===== src/dsf_pkg.sv =====
package dsf_pkg;
    // Clock and timing
    localparam int CLK_MHZ = 200;
    localparam int SEEK_TIME_NS = 1000;
    localparam int SEEK_CYC = (SEEK_TIME_NS * CLK_MHZ + 999) / 1000;
    localparam int SEC_TIME_MS = 1000;
    localparam int SEC_CYC = SEC_TIME_MS * CLK_MHZ * 1000;

    // Register offsets
    localparam logic [3:0] A_FEAT = 4'h1;
    localparam logic [3:0] A_SCNT = 4'h2;
    localparam logic [3:0] A_SNUM = 4'h3;
    localparam logic [3:0] A_CYLL = 4'h4;
    localparam logic [3:0] A_CYLH = 4'h5;
    localparam logic [3:0] A_DEVH = 4'h6;
    localparam logic [3:0] A_CMD = 4'h7;
    localparam logic [3:0] A_CFG = 4'h8;
    localparam logic [3:0] A_APM = 4'h9;
    localparam logic [3:0] A_XFER = 4'ha;
    localparam logic [3:0] A_AAM = 4'hb;
    localparam logic [3:0] A_PST = 4'hc;

    // Commands and feature codes
    localparam logic [3:0] CMD_SEEK_NIB = 4'h7;
    localparam logic [7:0] CMD_SETF = 8'hef;
    localparam logic [7:0] F_WC_ON = 8'h02;
    localparam logic [7:0] F_XFER = 8'h03;
    localparam logic [7:0] F_APM_ON = 8'h05;
    localparam logic [7:0] F_PUIS_ON = 8'h06;
    localparam logic [7:0] F_SPINUP = 8'h07;
    localparam logic [7:0] F_AOFS_ON = 8'h09;
    localparam logic [7:0] F_AAM_ON = 8'h42;
    localparam logic [7:0] F_ECC52 = 8'h44;
    localparam logic [7:0] F_REL_ON = 8'h5d;
    localparam logic [7:0] F_REV_OFF = 8'h66;
    localparam logic [7:0] F_WC_OFF = 8'h82;
    localparam logic [7:0] F_APM_OFF = 8'h85;
    localparam logic [7:0] F_PUIS_OFF = 8'h86;
    localparam logic [7:0] F_AOFS_OFF = 8'h89;
    localparam logic [7:0] F_RLA_ON = 8'haa;
    localparam logic [7:0] F_ECC4 = 8'hbb;
    localparam logic [7:0] F_AAM_OFF = 8'hc2;
    localparam logic [7:0] F_REV_ON = 8'hcc;

    // Bit positions
    localparam int ERR_ABT = 2;
    localparam int ERR_IDN = 4;
    localparam int ST_BSY = 7;
    localparam int ST_RDY = 6;
    localparam int ST_DSC = 4;
    localparam int ST_ERR = 0;
    localparam int DH_LBA = 6;

    // Level bounds and idle times in seconds
    localparam logic [7:0] LVL_NONE = 8'h00;
    localparam logic [7:0] LVL_FULL = 8'hff;
    localparam logic [7:0] LVL_NORM = 8'hc0;
    localparam logic [7:0] LVL_LPI = 8'h80;
    localparam logic [7:0] LVL_STBY = 8'h40;
    localparam int Y1_BASE_S = 120;
    localparam int Y1_STEP_S = 5;
    localparam int Y2_BASE_S = 600;
    localparam int Y2_STEP_S = 60;

    // Transfer types and highest mode numbers
    localparam logic [4:0] XT_PIO = 5'h00;
    localparam logic [4:0] XT_PIOFC = 5'h01;
    localparam logic [4:0] XT_MDMA = 5'h04;
    localparam logic [4:0] XT_UDMA = 5'h08;
    localparam logic [2:0] XM_PIO = 3'h1;
    localparam logic [2:0] XM_PIOFC = 3'h4;
    localparam logic [2:0] XM_MDMA = 3'h2;
    localparam logic [2:0] XM_UDMA = 3'h5;
    localparam logic [7:0] XFER_DFLT = 8'h00;

    typedef enum logic [1:0] {
        CS_IDLE = 2'b01,
        CS_SEEK = 2'b10
    } dsf_cs_t;

    typedef enum logic [2:0] {
        PS_ACTIVE = 3'b001,
        PS_LPI = 3'b010,
        PS_STBY = 3'b100
    } dsf_ps_t;

    typedef struct packed {
        logic rd;
        logic wr;
        logic [3:0] addr;
        logic [7:0] wdata;
    } dsf_bus_t;

    typedef struct packed {
        logic wcache_on;
        logic rla_on;
        logic ecc52;
        logic rel_int_on;
        logic puis_on;
        logic spinup;
        logic aofs_on;
        logic aam_on;
        logic aam_quiet;
        logic apm_on;
        dsf_ps_t pwr;
        logic seek_go;
        logic lba_mode;
        logic [7:0] xfer;
        logic [27:0] pos;
    } dsf_ctrl_t;
endpackage : dsf_pkg


===== src/dsf_top.sv =====
`timescale 1ns/100ps
module dsf_top #(
    parameter int SEC_CYCLES = dsf_pkg::SEC_CYC,
    parameter int SEEK_CYCLES = dsf_pkg::SEEK_CYC,
    parameter logic [27:0] MAX_LBA = 28'hfffffff,
    parameter logic [15:0] MAX_CYL = 16'hffff
) (
    input wire logic I_CORE_CLK,
    input wire logic I_RST,
    input wire logic I_SOFT_RST,
    input wire logic I_REASSIGN_FULL,
    input wire dsf_pkg::dsf_bus_t I_BUS,
    output logic [7:0] O_RDATA,
    output dsf_pkg::dsf_ctrl_t O_CTRL
);
    import dsf_pkg::*;

    typedef struct packed {
        dsf_cs_t cs;
        logic [7:0] feat;
        logic [7:0] scnt;
        logic [7:0] snum;
        logic [7:0] cyll;
        logic [7:0] cylh;
        logic [7:0] devh;
        logic [7:0] err;
        logic [7:0] rdata;
        logic [7:0] xfer;
        logic [7:0] apm_lvl;
        logic [7:0] aam_lvl;
        logic seek_complete_flag;
        logic wc_en;
        logic wc_eff;
        logic rla_en;
        logic ecc52;
        logic rev_en;
        logic rel_en;
        logic apm_en;
        logic y1_set;
        logic puis_en;
        logic aofs_en;
        logic aam_en;
        logic aam_q;
        logic spinup;
        logic seek_go;
        logic lba;
        dsf_ps_t deep;
        dsf_ps_t pwr;
        logic [8:0] y1;
        logic [12:0] y2;
        logic [12:0] idle_s;
        logic [15:0] busy;
        logic [31:0] tick;
        logic [27:0] pos;
    } dsf_state_t;

    dsf_state_t s;
    dsf_state_t next_s;
    logic cmd;
    logic [27:0] tgt;

    function automatic logic xfer_ok(input logic [7:0] v);
        case (v[7:3])
            XT_PIO: xfer_ok = v[2:0] <= XM_PIO;
            XT_PIOFC: xfer_ok = v[2:0] <= XM_PIOFC;
            XT_MDMA: xfer_ok = v[2:0] <= XM_MDMA;
            XT_UDMA: xfer_ok = v[2:0] <= XM_UDMA;
            default: xfer_ok = 1'b0;
        endcase
    endfunction : xfer_ok

    function automatic logic feat_known(input logic [7:0] f);
        case (f)
            F_WC_ON, F_XFER, F_APM_ON, F_PUIS_ON, F_SPINUP, F_AOFS_ON,
            F_AAM_ON, F_ECC52, F_REL_ON, F_REV_OFF, F_WC_OFF, F_APM_OFF,
            F_PUIS_OFF, F_AOFS_OFF, F_RLA_ON, F_ECC4, F_AAM_OFF,
            F_REV_ON: feat_known = 1'b1;
            default: feat_known = 1'b0;
        endcase
    endfunction : feat_known

    function automatic logic [8:0] y1_of(input logic [7:0] lvl);
        y1_of = 9'(Y1_BASE_S + int'(lvl - LVL_LPI) * Y1_STEP_S);
    endfunction : y1_of

    function automatic logic [12:0] y2_of(input logic [7:0] lvl);
        y2_of = 13'(Y2_BASE_S + int'(lvl - LVL_STBY) * Y2_STEP_S);
    endfunction : y2_of

    // Feature and power defaults, shared by hard and reverting soft reset
    function automatic dsf_state_t dflt(input dsf_state_t v);
        dsf_state_t r;
        r = v;
        r.cs = CS_IDLE;
        r.err = '0;
        r.seek_complete_flag = 1'b1;
        r.busy = '0;
        r.wc_en = 1'b1;
        r.rla_en = 1'b1;
        r.ecc52 = 1'b0;
        r.rev_en = 1'b0;
        r.rel_en = 1'b0;
        r.xfer = XFER_DFLT;
        r.apm_en = 1'b0;
        r.y1_set = 1'b0;
        r.deep = PS_ACTIVE;
        r.pwr = PS_ACTIVE;
        r.y1 = 9'(Y1_BASE_S);
        r.y2 = 13'(Y2_BASE_S);
        dflt = r;
    endfunction : dflt

    assign cmd = I_BUS.wr && I_BUS.addr == A_CMD && s.cs == CS_IDLE;
    assign tgt = {s.devh[3:0], s.cylh, s.cyll, s.snum};

    always_comb begin
        next_s = s;
        next_s.rdata = '0;
        next_s.spinup = 1'b0;
        next_s.seek_go = 1'b0;
        // One-second idle timer
        if (s.tick >= 32'(SEC_CYCLES - 1)) begin
            next_s.tick = '0;
            if (s.idle_s != '1) begin
                next_s.idle_s = s.idle_s + 13'h1;
            end
        end else begin
            next_s.tick = s.tick + 32'h1;
        end
        if (s.apm_en) begin
            if (s.deep == PS_STBY && s.idle_s >= s.y2) begin
                next_s.pwr = PS_STBY;
            end else if (s.deep != PS_ACTIVE && s.idle_s >= 13'(s.y1)) begin
                next_s.pwr = PS_LPI;
            end
        end
        if (I_BUS.wr) begin
            case (I_BUS.addr)
                A_FEAT: next_s.feat = I_BUS.wdata;
                A_SCNT: next_s.scnt = I_BUS.wdata;
                A_SNUM: next_s.snum = I_BUS.wdata;
                A_CYLL: next_s.cyll = I_BUS.wdata;
                A_CYLH: next_s.cylh = I_BUS.wdata;
                A_DEVH: next_s.devh = I_BUS.wdata;
                default: ;
            endcase
        end
        if (I_BUS.rd) begin
            case (I_BUS.addr)
                A_FEAT: next_s.rdata = s.err;
                A_SCNT: next_s.rdata = s.scnt;
                A_SNUM: next_s.rdata = s.snum;
                A_CYLL: next_s.rdata = s.cyll;
                A_CYLH: next_s.rdata = s.cylh;
                A_DEVH: next_s.rdata = s.devh;
                A_CMD: begin
                    next_s.rdata[ST_BSY] = s.cs == CS_SEEK;
                    next_s.rdata[ST_RDY] = 1'b1;
                    next_s.rdata[ST_DSC] = s.seek_complete_flag;
                    next_s.rdata[ST_ERR] = s.err != '0;
                end
                A_CFG: next_s.rdata = {s.rev_en, s.rel_en, s.ecc52, s.rla_en,
                                       s.wc_eff, s.aofs_en, s.puis_en, s.aam_en};
                A_APM: next_s.rdata = s.apm_lvl;
                A_XFER: next_s.rdata = s.xfer;
                A_AAM: next_s.rdata = s.aam_lvl;
                A_PST: next_s.rdata = {s.apm_en, s.aam_q, s.deep[1:0],
                                       1'b0, s.pwr};
                default: next_s.rdata = '0;
            endcase
        end
        if (cmd) begin
            next_s.tick = '0;
            next_s.idle_s = '0;
            next_s.pwr = PS_ACTIVE;
            next_s.err = '0;
            if (I_BUS.wdata[7:4] == CMD_SEEK_NIB) begin
                // No format check gates the seek
                if (s.devh[DH_LBA] ? tgt > MAX_LBA : {s.cylh, s.cyll} > MAX_CYL) begin
                    next_s.err[ERR_IDN] = 1'b1;
                    next_s.err[ERR_ABT] = 1'b1;
                end else begin
                    next_s.cs = CS_SEEK;
                    next_s.busy = 16'(SEEK_CYCLES);
                    next_s.seek_complete_flag = 1'b0;
                    next_s.seek_go = 1'b1;
                    next_s.lba = s.devh[DH_LBA];
                    next_s.pos = tgt;
                end
            end else if (I_BUS.wdata == CMD_SETF) begin
                if (!feat_known(s.feat)) begin
                    next_s.err[ERR_ABT] = 1'b1;
                end
                case (s.feat)
                    F_WC_ON: next_s.wc_en = 1'b1;
                    F_WC_OFF: next_s.wc_en = 1'b0;
                    F_RLA_ON: next_s.rla_en = 1'b1;
                    F_XFER: begin
                        if (xfer_ok(s.scnt)) begin
                            next_s.xfer = s.scnt;
                        end else begin
                            next_s.err[ERR_ABT] = 1'b1;
                        end
                    end
                    F_APM_ON: begin
                        if (s.scnt == LVL_NONE || s.scnt == LVL_FULL) begin
                            next_s.err[ERR_ABT] = 1'b1;
                        end else begin
                            next_s.apm_en = 1'b1;
                            next_s.apm_lvl = s.scnt;
                            if (s.scnt >= LVL_NORM) begin
                                next_s.deep = PS_ACTIVE;
                                next_s.y1_set = 1'b0;
                            end else if (s.scnt >= LVL_LPI) begin
                                next_s.deep = PS_LPI;
                                next_s.y1 = y1_of(s.scnt);
                                next_s.y1_set = 1'b1;
                            end else begin
                                next_s.deep = PS_STBY;
                                next_s.y1_set = 1'b1;
                                if (!s.y1_set) begin
                                    next_s.y1 = 9'(Y1_BASE_S);
                                end
                                if (s.scnt >= LVL_STBY) begin
                                    next_s.y2 = y2_of(s.scnt);
                                end else begin
                                    next_s.y2 = 13'(Y2_BASE_S);
                                end
                            end
                        end
                    end
                    F_APM_OFF: begin
                        next_s.apm_en = 1'b0;
                        next_s.deep = PS_ACTIVE;
                        next_s.y1_set = 1'b0;
                    end
                    F_PUIS_ON: next_s.puis_en = 1'b1;
                    F_PUIS_OFF: next_s.puis_en = 1'b0;
                    F_SPINUP: next_s.spinup = s.puis_en;
                    F_AOFS_ON: next_s.aofs_en = 1'b1;
                    F_AOFS_OFF: next_s.aofs_en = 1'b0;
                    F_AAM_ON: begin
                        if (s.scnt < LVL_LPI || s.scnt == LVL_FULL) begin
                            next_s.err[ERR_ABT] = 1'b1;
                        end else begin
                            next_s.aam_en = 1'b1;
                            next_s.aam_lvl = s.scnt;
                            next_s.aam_q = s.scnt < LVL_NORM;
                        end
                    end
                    F_AAM_OFF: next_s.aam_en = 1'b0;
                    F_ECC52: next_s.ecc52 = 1'b1;
                    F_ECC4: next_s.ecc52 = 1'b0;
                    F_REV_OFF: next_s.rev_en = 1'b0;
                    F_REV_ON: next_s.rev_en = 1'b1;
                    F_REL_ON: next_s.rel_en = 1'b1;
                    default: ;
                endcase
            end else begin
                next_s.err[ERR_ABT] = 1'b1;
            end
        end
        // Seek in progress
        if (s.cs == CS_SEEK) begin
            if (s.busy <= 16'h1) begin
                next_s.cs = CS_IDLE;
                next_s.seek_complete_flag = 1'b1;
                if (s.lba) begin
                    next_s.snum = s.pos[7:0];
                    next_s.cyll = s.pos[15:8];
                    next_s.cylh = s.pos[23:16];
                    next_s.devh[3:0] = s.pos[27:24];
                end
            end else begin
                next_s.busy = s.busy - 16'h1;
            end
        end
        if (I_SOFT_RST) begin
            next_s.cs = CS_IDLE;
            next_s.seek_complete_flag = 1'b1;
            next_s.err = '0;
            if (s.rev_en) begin
                next_s = dflt(next_s);
            end
        end
        next_s.wc_eff = next_s.wc_en && !I_REASSIGN_FULL;
    end

    always_ff @(posedge I_CORE_CLK) begin
        if (I_RST) begin
            s <= dflt(dsf_state_t'('0));
        end else begin
            s <= next_s;
        end
    end

    assign O_RDATA = s.rdata;
    assign O_CTRL = '{
        wcache_on: s.wc_eff,
        rla_on: s.rla_en,
        ecc52: s.ecc52,
        rel_int_on: s.rel_en,
        puis_on: s.puis_en,
        spinup: s.spinup,
        aofs_on: s.aofs_en,
        aam_on: s.aam_en,
        aam_quiet: s.aam_q,
        apm_on: s.apm_en,
        pwr: s.pwr,
        seek_go: s.seek_go,
        lba_mode: s.lba,
        xfer: s.xfer,
        pos: s.pos
    };

    localparam int SEEK_BND = SEEK_CYCLES + 1;
endmodule : dsf_top


===== config.mk =====
export PLATFORM = sky130hd
export DESIGN_NAME = dsf_top
export DESIGN_NICKNAME = d
export VERILOG_FILES = /design/src/dsf_pkg.sv /design/src/dsf_top.sv
export SDC_FILE = /design/constraint.sdc
export NUM_CORES = 1
export LEC_CHECK = 0
export BUFFER_PORTS_ARGS = -buffer_cell sky130_fd_sc_hd__buf_2
export CAP_MARGIN = 20
export CORE_ASPECT_RATIO = 1.4
export CORE_MARGIN = 2
export CORE_UTILIZATION = 48
export DETAILED_ROUTE_END_ITERATION = 6
export GPL_TIMING_DRIVEN = 0
export PLACE_DENSITY_LB_ADDON = 0.08
export SYNTH_ARGS = -nofsm -noshare
export SYNTH_HDL_FRONTEND = slang
export SYNTH_SLANG_ARGS = --single-unit

===== constraint.sdc =====
create_clock -name I_CORE_CLK -period 12.4 [get_ports I_CORE_CLK]
set_input_delay 1.86 -clock I_CORE_CLK [delete_from_list [all_inputs] [get_ports I_CORE_CLK]]
set_output_delay 1.86 -clock I_CORE_CLK [all_outputs]
set_load 0.01 [all_outputs]

**Word level (Yosys, flattened, before mapping)**

Cells that the tools add are included.

- Magnitude comparators: 15
- $mul: 2
- $add $sub $neg: 7
- Equality and inequality tests: 41
- Muxes and demuxes: 107
- Reduce and logical (&&, ||, !) cells: 13

Operators by type and width:

| operator | number |
|---|---|
| $mux 223 | 1 |
| $mux 157 | 1 |
| $mux 130 | 1 |
| $mux 24 | 5 |
| $mux 8 | 14 |
| $mux 22 | 5 |
| $eq 8x8->1 const B | 10 |
| $mux 16 | 4 |
| $mux 28 | 2 |
| $mux 13 | 4 |
| $mux 48 | 1 |
| $pmux 3 s11 | 1 |
| $add 32x1->32 const B | 1 |
| $eq 8x7->1 const B | 4 |
| $ge 32x28->1 const B | 1 |
| $mux 32 | 1 |
| $gt 28x28->1 const B | 1 |
| $mux 1 | 28 |
| $mux 26 | 1 |
| $eq 8x3->1 const B | 3 |
| $mux 3 | 8 |
| $pmux 1 s12 | 2 |
| $pmux 2 s12 | 1 |
| $mux 11 | 2 |
| other kinds (49) | 83 |

- Logic and storage cells: 221
- Register bits after elaboration: 223
- Bits of input ports: 18
- Output and inout bits: 59

**Longest topological paths before layout**

Gate-level depths: netlist of run 1.

- Depth after elaboration: 16
- Gate-level depth with buffers: 15

**Worst setup path before layout of run 1**

No wires, ideal clock.

- Path kind: reg-to-reg
- From: register s[207] (netlist name)
- To: register s[99] (netlist name)
- Path slack: 8.198 ns
- Setup time: 0.070 ns
- Arrival: 4.132 ns
- Stages on the path, launching flop included: 16
- Cells stage by stage: dfxtp_1 clkbuf_1 inv_1 ha_1 fa_1 inv_1 fa_1 inv_1 ha_1 a21oi_1 nor2_1 or4b_1 a21o_1 xnor2_1 or3b_1 a21oi_1

- Word-level cells in the longest chain between the ends: 13

Ends and longest elaborated chain:

| what | RTL line | source |
|---|---|---|
| start: declaration | dsf_top.sv:57 | `dsf_state_t s;` |
| start signal: assignment | dsf_top.sv:291 | `s <= dflt(dsf_state_t'('0));` |
| start signal: assignment | dsf_top.sv:293 | `s <= next_s;` |
| $sub 8x7->9 | dsf_top.sv:87 | `y2_of = 13'(Y2_BASE_S + int'(lvl - LVL_STBY) * Y2_STEP_S);` |
| $mul 9x5->11 | dsf_top.sv:87 |  |
| $add 11x13->13 | dsf_top.sv:87 |  |
| $mux 13 | dsf_top.sv:224 | `if (s.scnt >= LVL_STBY) begin` |
| $mux 13 | dsf_top.sv:214 | `end else if (s.scnt >= LVL_LPI) begin` |
| $mux 22 | dsf_top.sv:211 | `if (s.scnt >= LVL_NORM) begin` |
| $mux 22 * | dsf_top.sv:206 | `if (s.scnt == LVL_NONE \|\| s.scnt == LVL_FULL) begin` |
| $mux 22 * | dsf_top.sv:194 | `case (s.feat)` |
| $mux 22 * | dsf_top.sv:190 | `end else if (I_BUS.wdata == CMD_SETF) begin` |
| $mux 22 * | dsf_top.sv:177 | `if (I_BUS.wdata[7:4] == CMD_SEEK_NIB) begin` |
| $mux 130 * | dsf_top.sv:172 | `if (cmd) begin` |
| $mux 157 | dsf_top.sv:282 | `if (s.rev_en) begin` |
| $mux 223 * | dsf_top.sv:278 | `if (I_SOFT_RST) begin` |

Every way passes the cells marked *; elsewhere a longest branch is shown, timed or not.
A chain may end at the register's enable or synchronous reset.

**Worst setup path in the final report of run 1**

- From: register s[207] (netlist name)
- To: register s[101] (netlist name)

The elaborated chain is that of the path after synthesis.

==> summary.txt, run 1 <==
Clock tree
  – Number of setup buffers added after CTS: 0
  – Worst-path clk slew: 70 ps
  – Clock Sinks: 217
  – Clock Latency Late Sink: 540 ps
  – H-tree depth: 1
  – CTS Hold Bufs: 0
  – CTS tree: built
  – Post_cts resized: 0
  – CTS max path bufs: 3
  – CTS Root Cell: clkbuf_16
  – CTS Buf Count: 24

STA
  – Slew @ Worst Pin: 1080 ps
  – Final hold violations: 0
  – # setup viols final: 0
  – Relative slew margins: 27.2%
  – Final period util: 41.8%
  – Min Tclk post-route: 5180 ps
  – FMAX: 193 MHz
  – Clk_skew: 11.4 ps
  – Fin Setup TNS: 0 ps
  – Slew Limit Fails: 0
  – RSZ-0062 raised after global routing: false

Hold path
  – Worst Hold Class: reg2reg
  – Hold endpoint: s[90]
  – Worst hold path depth: 2
  – Hold wc startpoint: s[90]

Setup path
  – Critical path type: reg2reg
  – Most used cell, CP: inv_1
  – WP data arrival: 5670 ps
  – Worst r2r src: s[207]
  – Crit-path slowest cell: clkbuf_1
  – CP required: 12,890 ps
  – Worst path cell trace: clkbuf_1, inv_1, ha_1, fa_1, inv_1, fa_1, inv_1, ha_1, a21oi_1, nor2_1, or4b_1, a21o_1, a31o_1, a221oi_1, o21a_1
  – R2r worst-path depth: 15
  – R2R Path End: s[101]
  – Crit-path max cell delay: 550 ps
  – Critical path capture point type: register
  – R2R Setup Slk: 7220 ps
  – CP Launch Point: s[207]
  – Crit path max fanout: 9
  – Critical Path Source Type: register

Job
  – Max-Cap Viols: 0

Layout
  – Multi-input gate area: 6720 um2
  – Layout fillers: 2,368
  – Final nets: 1,660
  – Core Util, Final: 55.8%
  – Share of cells above drive strength 1: 12.6%
  – Final Instance Area: 13,800 um2
  – Non-Filler Instances: 1,893
  – Synth-to-layout area growth: 14.0%
  – Reg area: 4340 um2

Route
  – DRC viols: 0
  – TritonRoute pass-1 iters: 6
  – DR vias: 10,500
  – Final ANT Viol Nets: 0
  – Routed len/inst: 19.0 um
  – DR vias/cell: 5.57
  – Drt total wl: 36,000 um
  – DR iter-0 viols: 601

Global routing
  – Total GRT Usage: 26.8%
  – First-pass GRT wire length: 56,400 um
  – Largest net degree at the start of global routing: 15
  – Vias in the first global route: 10,200
  – Initial antenna violation count: 1
  – Total gr overflow: 0

Die
  – Die area: 26,500 um2
  – Cell Rows: 68
  – Ports: 77
  – Starting Density: 49.0%
  – Die H: 192 um
  – Die X: 138 um
  – Core ar.: 24,700 um2

Placed design
  – HPWL after DPL: 27,400 um
  – Placed instance area: 12,800 um2
  – Dpl cells: 1,848
  – PortBufs: 73
  – GPL Wtd Cong: 0.948

Power
  – PD cells: 118 nW/um2
  – Total power: 0.00162 W
  – Leakage power: 5.48 nW
  – Max rail drop VDD: 0.110 mV

Synth
  – Synth Flop Type: dfxtp_1
  – Async SR Flop Fraction: 0%
  – Yosys cell types: 75
  – Seq cells post-synth: 217
  – Synth warn: 0
  – Synth Instances: 1,457
  – Post-Syn Area: 12,100 um2
  – Number of synthesized flops with an enable pin: 0
  – Syn Area/Cell: 8.29 um2
  – Register area share after synthesis: 36.0%

Run status
  – Outcome: completed
==> area by class of cell <==
type	count	area share [%]
flip-flops and latches	217	31.5
multi-input cells	1033	48.8
inverters	77	2.10
diodes	1	0.0182
repair buffers	73	2.65
clock inverters	14	1.86
well taps	315	2.86
plain buffers	133	5.33
clock buffers	30	4.82
==> sequential cells by signal, indices dropped and copies added, names as in the netlist <==
signal	count
s	158
O_RDATA	8
O_CTRL	51
==> logic make-up after synthesis <==
family | Yosys count | share of synthesized area (%)
AOI/OAI and AO/OA | 259 | 14.0
xor gates and xnor gates | 60 | 4.35
muxes | 67 | 5.60
buffers and inverters | 210 | 8.47
and+or+nand+nor | 560 | 21.8
adders and majority gates | 83 | 9.72
DFF | 217 | 36.0
other | 1 | 0.0310
==> per-stage QoR <==
step                      hold WS, ps  worst slack [ps]
after floorplan                   423              8200
after global placement            443              7320
after detailed placement          450              7280
after CTS                         459              7260
after global routing              478              7050
final                             454              7220
==> synthesized netlist by cell type, types with 9 or more instances <==
library cell	instances	area (um2)
dfxtp_1	217	4340
nor2_1	193	724
nand2_1	152	571
a21oi_1	88	440
inv_1	77	289
ha_1	65	813
clkbuf_1	64	240
mux2i_1	62	621
buf_4	59	443
nand3_1	48	240
o21ai_0	39	195
nor3_1	32	160
xnor2_1	31	272
xor2_1	29	254
a211oi_1	26	195
nand4_1	21	131
fa_1	18	360
nand2b_1	18	113
a22oi_1	15	113
a21o_1	13	97.6
and3_1	13	81.3
nor2b_1	13	81.3
nor4_1	13	81.3
a311oi_1	10	87.6
o22ai_1	9	56.3
or3_1	9	56.3
==> per-layer routing <==
layer / up-vias / part of all wire (%) / global-route usage, %
li1: 5198 / - / -
met1: 4971 / 41 / 31.1
met2: 286 / 50 / 49.3
met3: 86 / 4.1 / 2.94
met4: 0 / 5.3 / 13.2
met5: - / 0 / 0
==> cells in the final DEF, fill, tap and decap left out, drive strengths merged, types with 18 or more instances in the layout <==
| cell | n |
|---|---|
| a21oi | 88 |
| nor3 | 32 |
| xor2 | 29 |
| nand2 | 152 |
| o21ai | 39 |
| nand2b | 18 |
| dfxtp | 217 |
| buf | 142 |
| nand3 | 49 |
| nand4 | 21 |
| inv | 77 |
| clkbuf | 94 |
| fa | 18 |
| mux2i | 62 |
| nor2 | 193 |
| a211oi | 26 |
| ha | 65 |
| xnor2 | 31 |
==> report_power, final <==
group	switching, W	internal (W)
Sequential	0.00000572	0.000701
Combinational	0.0000663	0.0000331
Clock	0.000308	0.000508
==> worst max path at each step <==
stage               endpoint  cells past startpoint
global route          s[101]                     15
finish                s[101]                     15
CTS                   s[101]                     15
floorplan              s[99]                     15
global placement      s[101]                     15
detailed placement    s[101]                     15
==> critical path, delay by kind of cell, from the launching register on <==
family | cells | cell delay (ps)
adder cells (fa/ha/maj) | 4 | 1750
AO/OA/AOI/OAI | 5 | 1290
buffers and inverters | 4 | 940
AND/OR/NAND/NOR | 2 | 610
flip-flops | 1 | 540
Note: power is estimated with default switching activity, not from simulation.
==> run 2: changes to the inputs <==
- clock period: 12.4 -> 4.2 ns (I/O delays scaled with it)
==> summary.txt, run 2 (synthesized netlist as in run 1, its figures left out) <==
Global routing
  – Largest net degree at the start of global routing: 13 (-2)
  – Total GRT Usage: 26.6% (-0.19 points)
  – Total gr overflow: 0 (unchanged)
  – Vias in the first global route: 10,500 (+2.4%)
  – Initial antenna violation count: 1 (unchanged)
  – First-pass GRT wire length: 56,700 um (+0.55%)

Placed design
  – GPL Wtd Cong: 0.954 (+0.62%)
  – Place WS: -592 ps (-7870 ps)
  – Placed instance area: 12,800 um2 (about the same)
  – PortBufs: 73 (unchanged)
  – HPWL after DPL: 27,200 um (-0.57%)

Clock tree
  – CTS Root Cell: clkbuf_16
  – Worst-path clk slew: 60 ps (about the same)
  – CTS Buf Count: 24 (unchanged)
  – CTS tree: built
  – H-tree depth: 1 (unchanged)
  – Clock Latency Late Sink: 540 ps (about the same)
  – CTS max path bufs: 3 (unchanged)
  – Clock Sinks: 217 (unchanged)

Hold path
  – Worst hold path depth: 2 (unchanged)
  – Hold wc startpoint: I_REASSIGN_FULL
  – Worst Hold Class: in2reg
  – Hold endpoint: O_CTRL[50]

STA
  – Clk_skew: 12.8 ps (+1.39 ps)
  – Min Tclk post-route: 4110 ps (-1080 ps)
  – Final period util: 97.7% (+56 points)
  – Relative slew margins: 26.1% (-1.0 points)
  – Setup WS post-layout: 94.6 ps (-7120 ps)
  – Slew @ Worst Pin: 1100 ps (+15.4 ps)
  – Slew Limit Fails: 0 (unchanged)
  – # setup viols final: 0 (unchanged)
  – FMAX: 244 MHz (+26%)
  – Final hold violations: 0 (unchanged)

Power
  – Logic pwr share: 6.8% (+0.7 points)
  – Leakage power: 5.53 nW (+0.89%)
  – Sequential share of power: 46.7% (+3.1 points)
  – Switching Fraction: 24.4% (+0.99 points)
  – Clock power frac: 46.4% (-3.9 points)
  – PD cells: 320 nW/um2 (+170%)
  – Net Switching: 0.00109 W (+190%)
  – Pint: 0.00337 W (+170%)
  – Max rail drop VDD: 0.286 mV (+160%)

Die
  – Ports: 77 (unchanged)
  – Die X: 138 um (unchanged)
  – Die area: 26,500 um2 (unchanged)
  – Starting Density: 49.0% (unchanged)
  – Core ar.: 24,700 um2 (unchanged)
  – Cell Rows: 68 (unchanged)
  – Die H: 192 um (unchanged)

Route
  – Drt total wl: 35,800 um (-0.44%)
  – DR iter-0 viols: 570 (-5.2%)
  – DR vias/cell: 5.61 (+0.74%)
  – DR vias: 10,700 (+2.0%)
  – TritonRoute pass-1 iters: 5 (-1)
  – DRC viols: 0 (unchanged)
  – Final ANT Viol Nets: 0 (unchanged)
  – Routed len/inst: 18.7 um (-1.6%)

Layout
  – Most common cell after layout, fill and taps aside: dfxtp_1
  – Share of cells above drive strength 1: 15.2% (+2.6 points)
  – Reg area: 4370 um2 (+0.49%)
  – Final nets: 1,683 (+1.4%)
  – Final Instance Area: 13,900 um2 (+1.3%)
  – Synth-to-layout area growth: 15.5%
  – Most flops, register: s
  – Largest register FFs: 158 (unchanged)
  – Layout fillers: 2,412 (+1.9%)
  – Core Util, Final: 56.5% (+0.73 points)
  – Multi-input gate area: 6830 um2 (+1.6%)
  – Most frequent cells in the layout: dfxtp_1 (210), nor2_1 (193), nand2_1 (152)

Setup path
  – Critical path type: reg2reg
  – CP required: 4680 ps (-8210 ps)
  – WP data arrival: 4580 ps (-1090 ps)
  – Crit path max fanout: 10 (+1)
  – Critical path capture point type: register
  – Critical Path Source Type: register
  – R2R Path End: s[101]
  – R2r worst-path depth: 14 (-1)
  – Worst r2r src: s[206]
  – R2R Setup Slk: 90 ps (-7120 ps)

Run status
  – Outcome: completed

Job
  – Max-Cap Viols: 0 (unchanged)
==> run 2: routing by layer <==
metal	track usage, %	vias up	wire, um
met1	30.5	5081	14200
met3	3.37	102	1730
met5	0	-	0
met4	12.6	0	1810
li1	-	5244	-
met2	49.2	321	18100
==> run 2: worst max-delay path, stage by stage, from the launching register on <==
cell and delay, ps:
dfxtp_4 450, clkinvlp_4 200, ha_4 300, inv_2 50, fa_1 510, fa_1 520, inv_1 70, ha_4 280
nand2_1 70, o2111ai_1 190, or4b_4 500, a21o_1 220, a31o_1 220, a221oi_2 300, o21a_1 170
==> run 2: how the worst max path moves through the flow <==
stage | from | endpoint | slack (ps)
4_1_cts | s[207] | s[99] | 0.8
3_3_place_gp | s[205] | s[101] | -590
6_report | s[206] | s[101] | 90
5_1_grt | s[205] | s[101] | -30
3_5_place_dp | s[205] | s[101] | -590
2_1_floorplan | s[207] | s[99] | 110
==> run 2: layout make-up <==
class,instances,area share (%)
Antenna cell,1,0.0179
Multi-Input combinational cell,1033,49.0
Sequential cell,217,31.3
Inverter,77,2.21
Clock inverter,5,0.466
Buffer,132,5.32
Tap cell,315,2.83
Clock buffer,39,5.00
Timing Repair Buffer,97,3.91
==> run 2: power groups by stage <==
stage | clock (W) | sequential (W) | combinational, W
floorplan | 0 | 0.00213 | 0.000193
global placement | 0 | 0.00213 | 0.000285
detailed placement | 0 | 0.00213 | 0.000288
CTS | 0.00210 | 0.00209 | 0.000294
global route | 0.00217 | 0.00209 | 0.000333
finish | 0.00207 | 0.00209 | 0.000305
==> run 2: timing repair <==
action | in CTS | in global routing
hold buffers | 0 | 0
buffers inserted | 11 | 13
pin swaps | 0 | 7
gates resized for setup | 27 | 14
endpoints found under the setup margin | 5 | 3
endpoints found under the hold margin | 0 | 0
==> run 2: per-stage QoR <==
step	instances	setup TNS [ps]	total power [W]	hold WS [ps]
2_1_floorplan	1460	0	0.00232	423
3_3_place_gp	1848	-1520	0.00242	442
3_5_place_dp	1848	-1580	0.00242	447
4_1_cts	1903	0	0.00448	246
5_1_grt	1915	-54.0	0.00459	250
6_report	1916	0	0.00446	262
==> run 3: changes to the inputs <==
- ABC_AREA: not set -> 1
==> summary.txt, run 3 <==
Run status
  – Outcome: completed

Synth
  – Synth Flop Type: dfxtp_1
  – Async SR Flop Fraction: 0% (unchanged)
  – Synth warn: 0 (unchanged)
  – Number of synthesized flops with an enable pin: 0 (unchanged)
  – Area contributors post-synth: dfxtp_1 (35%), nand2_1 (8.7%), inv_1 (8.0%)
  – Synth cell count leaders: nand2_1 (290), inv_1 (266), dfxtp_1 (217), o21ai_0 (152), a21oi_1 (151)
  – Synth area leader: dfxtp_1
  – Post-Syn Area: 12,600 um2 (+3.9%)
  – Seq cells post-synth: 217 (unchanged)
  – Syn Area/Cell: 7.20 um2 (-13%)
  – Register area share after synthesis: 34.6% (-1.4 points)
  – Count leader, synth: nand2_1
  – Yosys top cell area share: 34.6% (-1.4 points)
  – Synth Instances: 1,743 (+20%)
  – Yosys cell types: 53 (-29%)

Setup path
  – CP required: 4560 ps (-120 ps)
  – Buf/Inv on CP: 3 (unchanged)
  – Crit-path leading delay family: adder cells
  – Crit-path max cell delay: 530 ps (about the same)
  – Critical path type: reg2reg
  – Crit-path slowest cell: dfxtp_2
  – Critical path capture point type: register
  – Critical Path Source Type: register
  – Worst path cell trace: inv_1, ha_1, fa_1, inv_1, fa_1, inv_1, ha_1, a21oi_1, nand2_1, nand2_1, nand2_1, nand3_1, nand2_1, nand3_1, nand2_1, nand3_1, a21oi_1
  – Most used cell, CP: nand2_1
  – Crit path max fanout: 13 (+3)
  – WP data arrival: 4250 ps (-330 ps)

Clock tree
  – Clock Latency Late Sink: 520 ps (-20 ps)
  – H-tree depth: 1 (unchanged)
  – Worst-path clk slew: 60 ps (about the same)
  – CTS Hold Bufs: 0 (unchanged)
  – CTS tree: built
  – CTS Buf Count: 23 (-4.2%)
  – CTS max path bufs: 3 (unchanged)
  – Clock Sinks: 217 (unchanged)
  – CTS Root Cell: clkbuf_16

Layout
  – Non-Filler Instances: 2,189 (+14%)
  – Most frequent cells in the layout: nand2_1 (290), inv_1 (265), dfxtp_1 (214)
  – Most common cell after layout, fill and taps aside: nand2_1
  – Largest register FFs: 158 (unchanged)
  – Share of cells above drive strength 1: 13.3% (-1.9 points)
  – Final nets: 1,950 (+16%)
  – Synth-to-layout area growth: 12.4%
  – Core Util, Final: 54.4% (-2.1 points)
  – Most flops, register: s

Route
  – Drt total wl: 37,100 um (+3.7%)
  – Final ANT Viol Nets: 0 (unchanged)
  – DR iter-0 viols: 581 (+1.9%)
  – DR vias/cell: 5.33 (-5.1%)
  – TritonRoute pass-1 iters: 5 (unchanged)
  – Routed len/inst: 17.0 um (-9.3%)
  – DRC viols: 0 (unchanged)
  – DR vias: 11,700 (+8.5%)

Job
  – Max-Cap Viols: 0 (unchanged)

STA
  – Slew Limit Fails: 0 (unchanged)
  – # setup viols final: 0 (unchanged)
  – FMAX: 257 MHz (+5.6%)
  – Fin Setup TNS: 0 ps (unchanged)
  – Relative slew margins: 40.8% (+15 points)
  – Final hold violations: 0 (unchanged)
  – Final period util: 92.6% (-5.2 points)
  – Setup WS post-layout: 311 ps (+217 ps)
  – RSZ-0062 raised after global routing: false
  – Fin Hold WS: 344 ps (+82.1 ps)
  – Clk_skew: 13.8 ps (+0.994 ps)
  – Min Tclk post-route: 3890 ps (-217 ps)
  – Slew @ Worst Pin: 888 ps (-212 ps)

Die
  – Cell Rows: 70 (+2.9%)
  – Starting Density: 48.4% (-0.52 points)
  – Ports: 77 (unchanged)
  – Die area: 27,500 um2 (+3.8%)
  – Die H: 195 um (+1.9%)
  – Core ar.: 25,900 um2 (+5.1%)
  – Die X: 141 um (+1.9%)

Power
  – Max rail drop VDD: 0.303 mV (+6.0%)
  – Leakage power: 6.25 nW (+13%)
  – PD cells: 314 nW/um2 (-1.7%)

Placed design
  – Dpl cells: 2,145 (+16%)
  – Place WS: 52.7 ps (+645 ps)
  – HPWL after DPL: 29,500 um (+8.2%)
  – PortBufs: 75 (+2.7%)
  – GPL Wtd Cong: 0.952 (-0.19%)

Global routing
  – Met2 usage: 51.4% (+2.2 points)
  – Global routing's busiest layer: met2
  – Initial antenna violation count: 0 (-1)
  – Total GRT Usage: 27.1% (+0.44 points)
  – Met3 Use GR: 2.50% (-0.86 points)
  – First-pass GRT wire length: 59,500 um (+4.8%)
  – GRT met1 Usage: 30.7% (+0.14 points)
  – Vias in the first global route: 11,400 (+8.6%)
  – Largest net degree at the start of global routing: 14 (+1)
  – Total gr overflow: 0 (unchanged)

Hold path
  – Worst Hold Class: in2reg
run 3: cell count changes after synthesis, moves of 43 or more:
cell	before	now
nand2_1	152	290
mux2i_1	62	0
o21ai_0	39	152
nor2_1	193	150
inv_1	77	266
a21oi_1	88	151
run 3: per-layer routing:
layer,vias to the layer above,routed length (um),part of all wire [%]
met3,81,1520,4.1
li1,5871,-,-
met2,283,19300,52
met5,-,0,0
met1,5423,14600,39
met4,0,1700,4.6
run 3: worst paths after layout:
kind | start | endpoint | slack [ps] | cells past startpoint
setup / recovery | s[207] | s[101] | 310 | 17
hold / removal | I_REASSIGN_FULL | O_CTRL[50] | 340 | 4
setup reg to reg | s[207] | s[101] | 310 | 17
hold reg to reg | s[90] | s[90] | 450 | 2
run 3: area by class of cell:
class,count,area (um2)
diodes,1,2.50
repair buffers,78,398
well taps,324,405
fillers,2584,11800
clock inverters,6,61.3
inverters,274,1040
plain buffers,106,684
clock buffers,34,667
multi-input cells,1149,6510
flip-flops and latches,217,4350
run 3: kinds of logic after synthesis:
family | after synthesis | synth area share [%]
AO/OA/AOI/OAI | 404 | 17.9
XOR/XNOR | 30 | 2.09
adder cells (fa/ha/maj) | 83 | 9.35
buffers and inverters | 380 | 13.7
flip-flops | 217 | 34.6
other | 1 | 0.0299
AND/OR/NAND/NOR | 628 | 22.3
run 3: worst register-to-register path: cells and delay by family, from the launching register on:
family	cells	cell delay (ps)
adders and majority gates	4	1770
and+or+nand+nor	8	790
DFF	1	530
buffers and inverters	3	370
AOI/OAI and AO/OA	2	260
run 3: repair_timing:
item,in CTS,in global routing
gates resized for setup,0,8
endpoints found under the setup margin,0,4
setup buffers,0,3
run 3: where the power goes:
group	total [W]	internal [W]	switching (W)
Combinational	0.000340	0.000108	0.000232
Sequential	0.00209	0.00207	0.0000195
Clock	0.00200	0.00116	0.000847
Total	0.00444	0.00334	0.00110
run 3: per-stage QoR:
stage	area, um2	power, W
global route	14100	0.00459
finish	14100	0.00444
CTS	14100	0.00447
floorplan	12600	0.00236
detailed placement	13300	0.00247
global placement	13300	0.00247
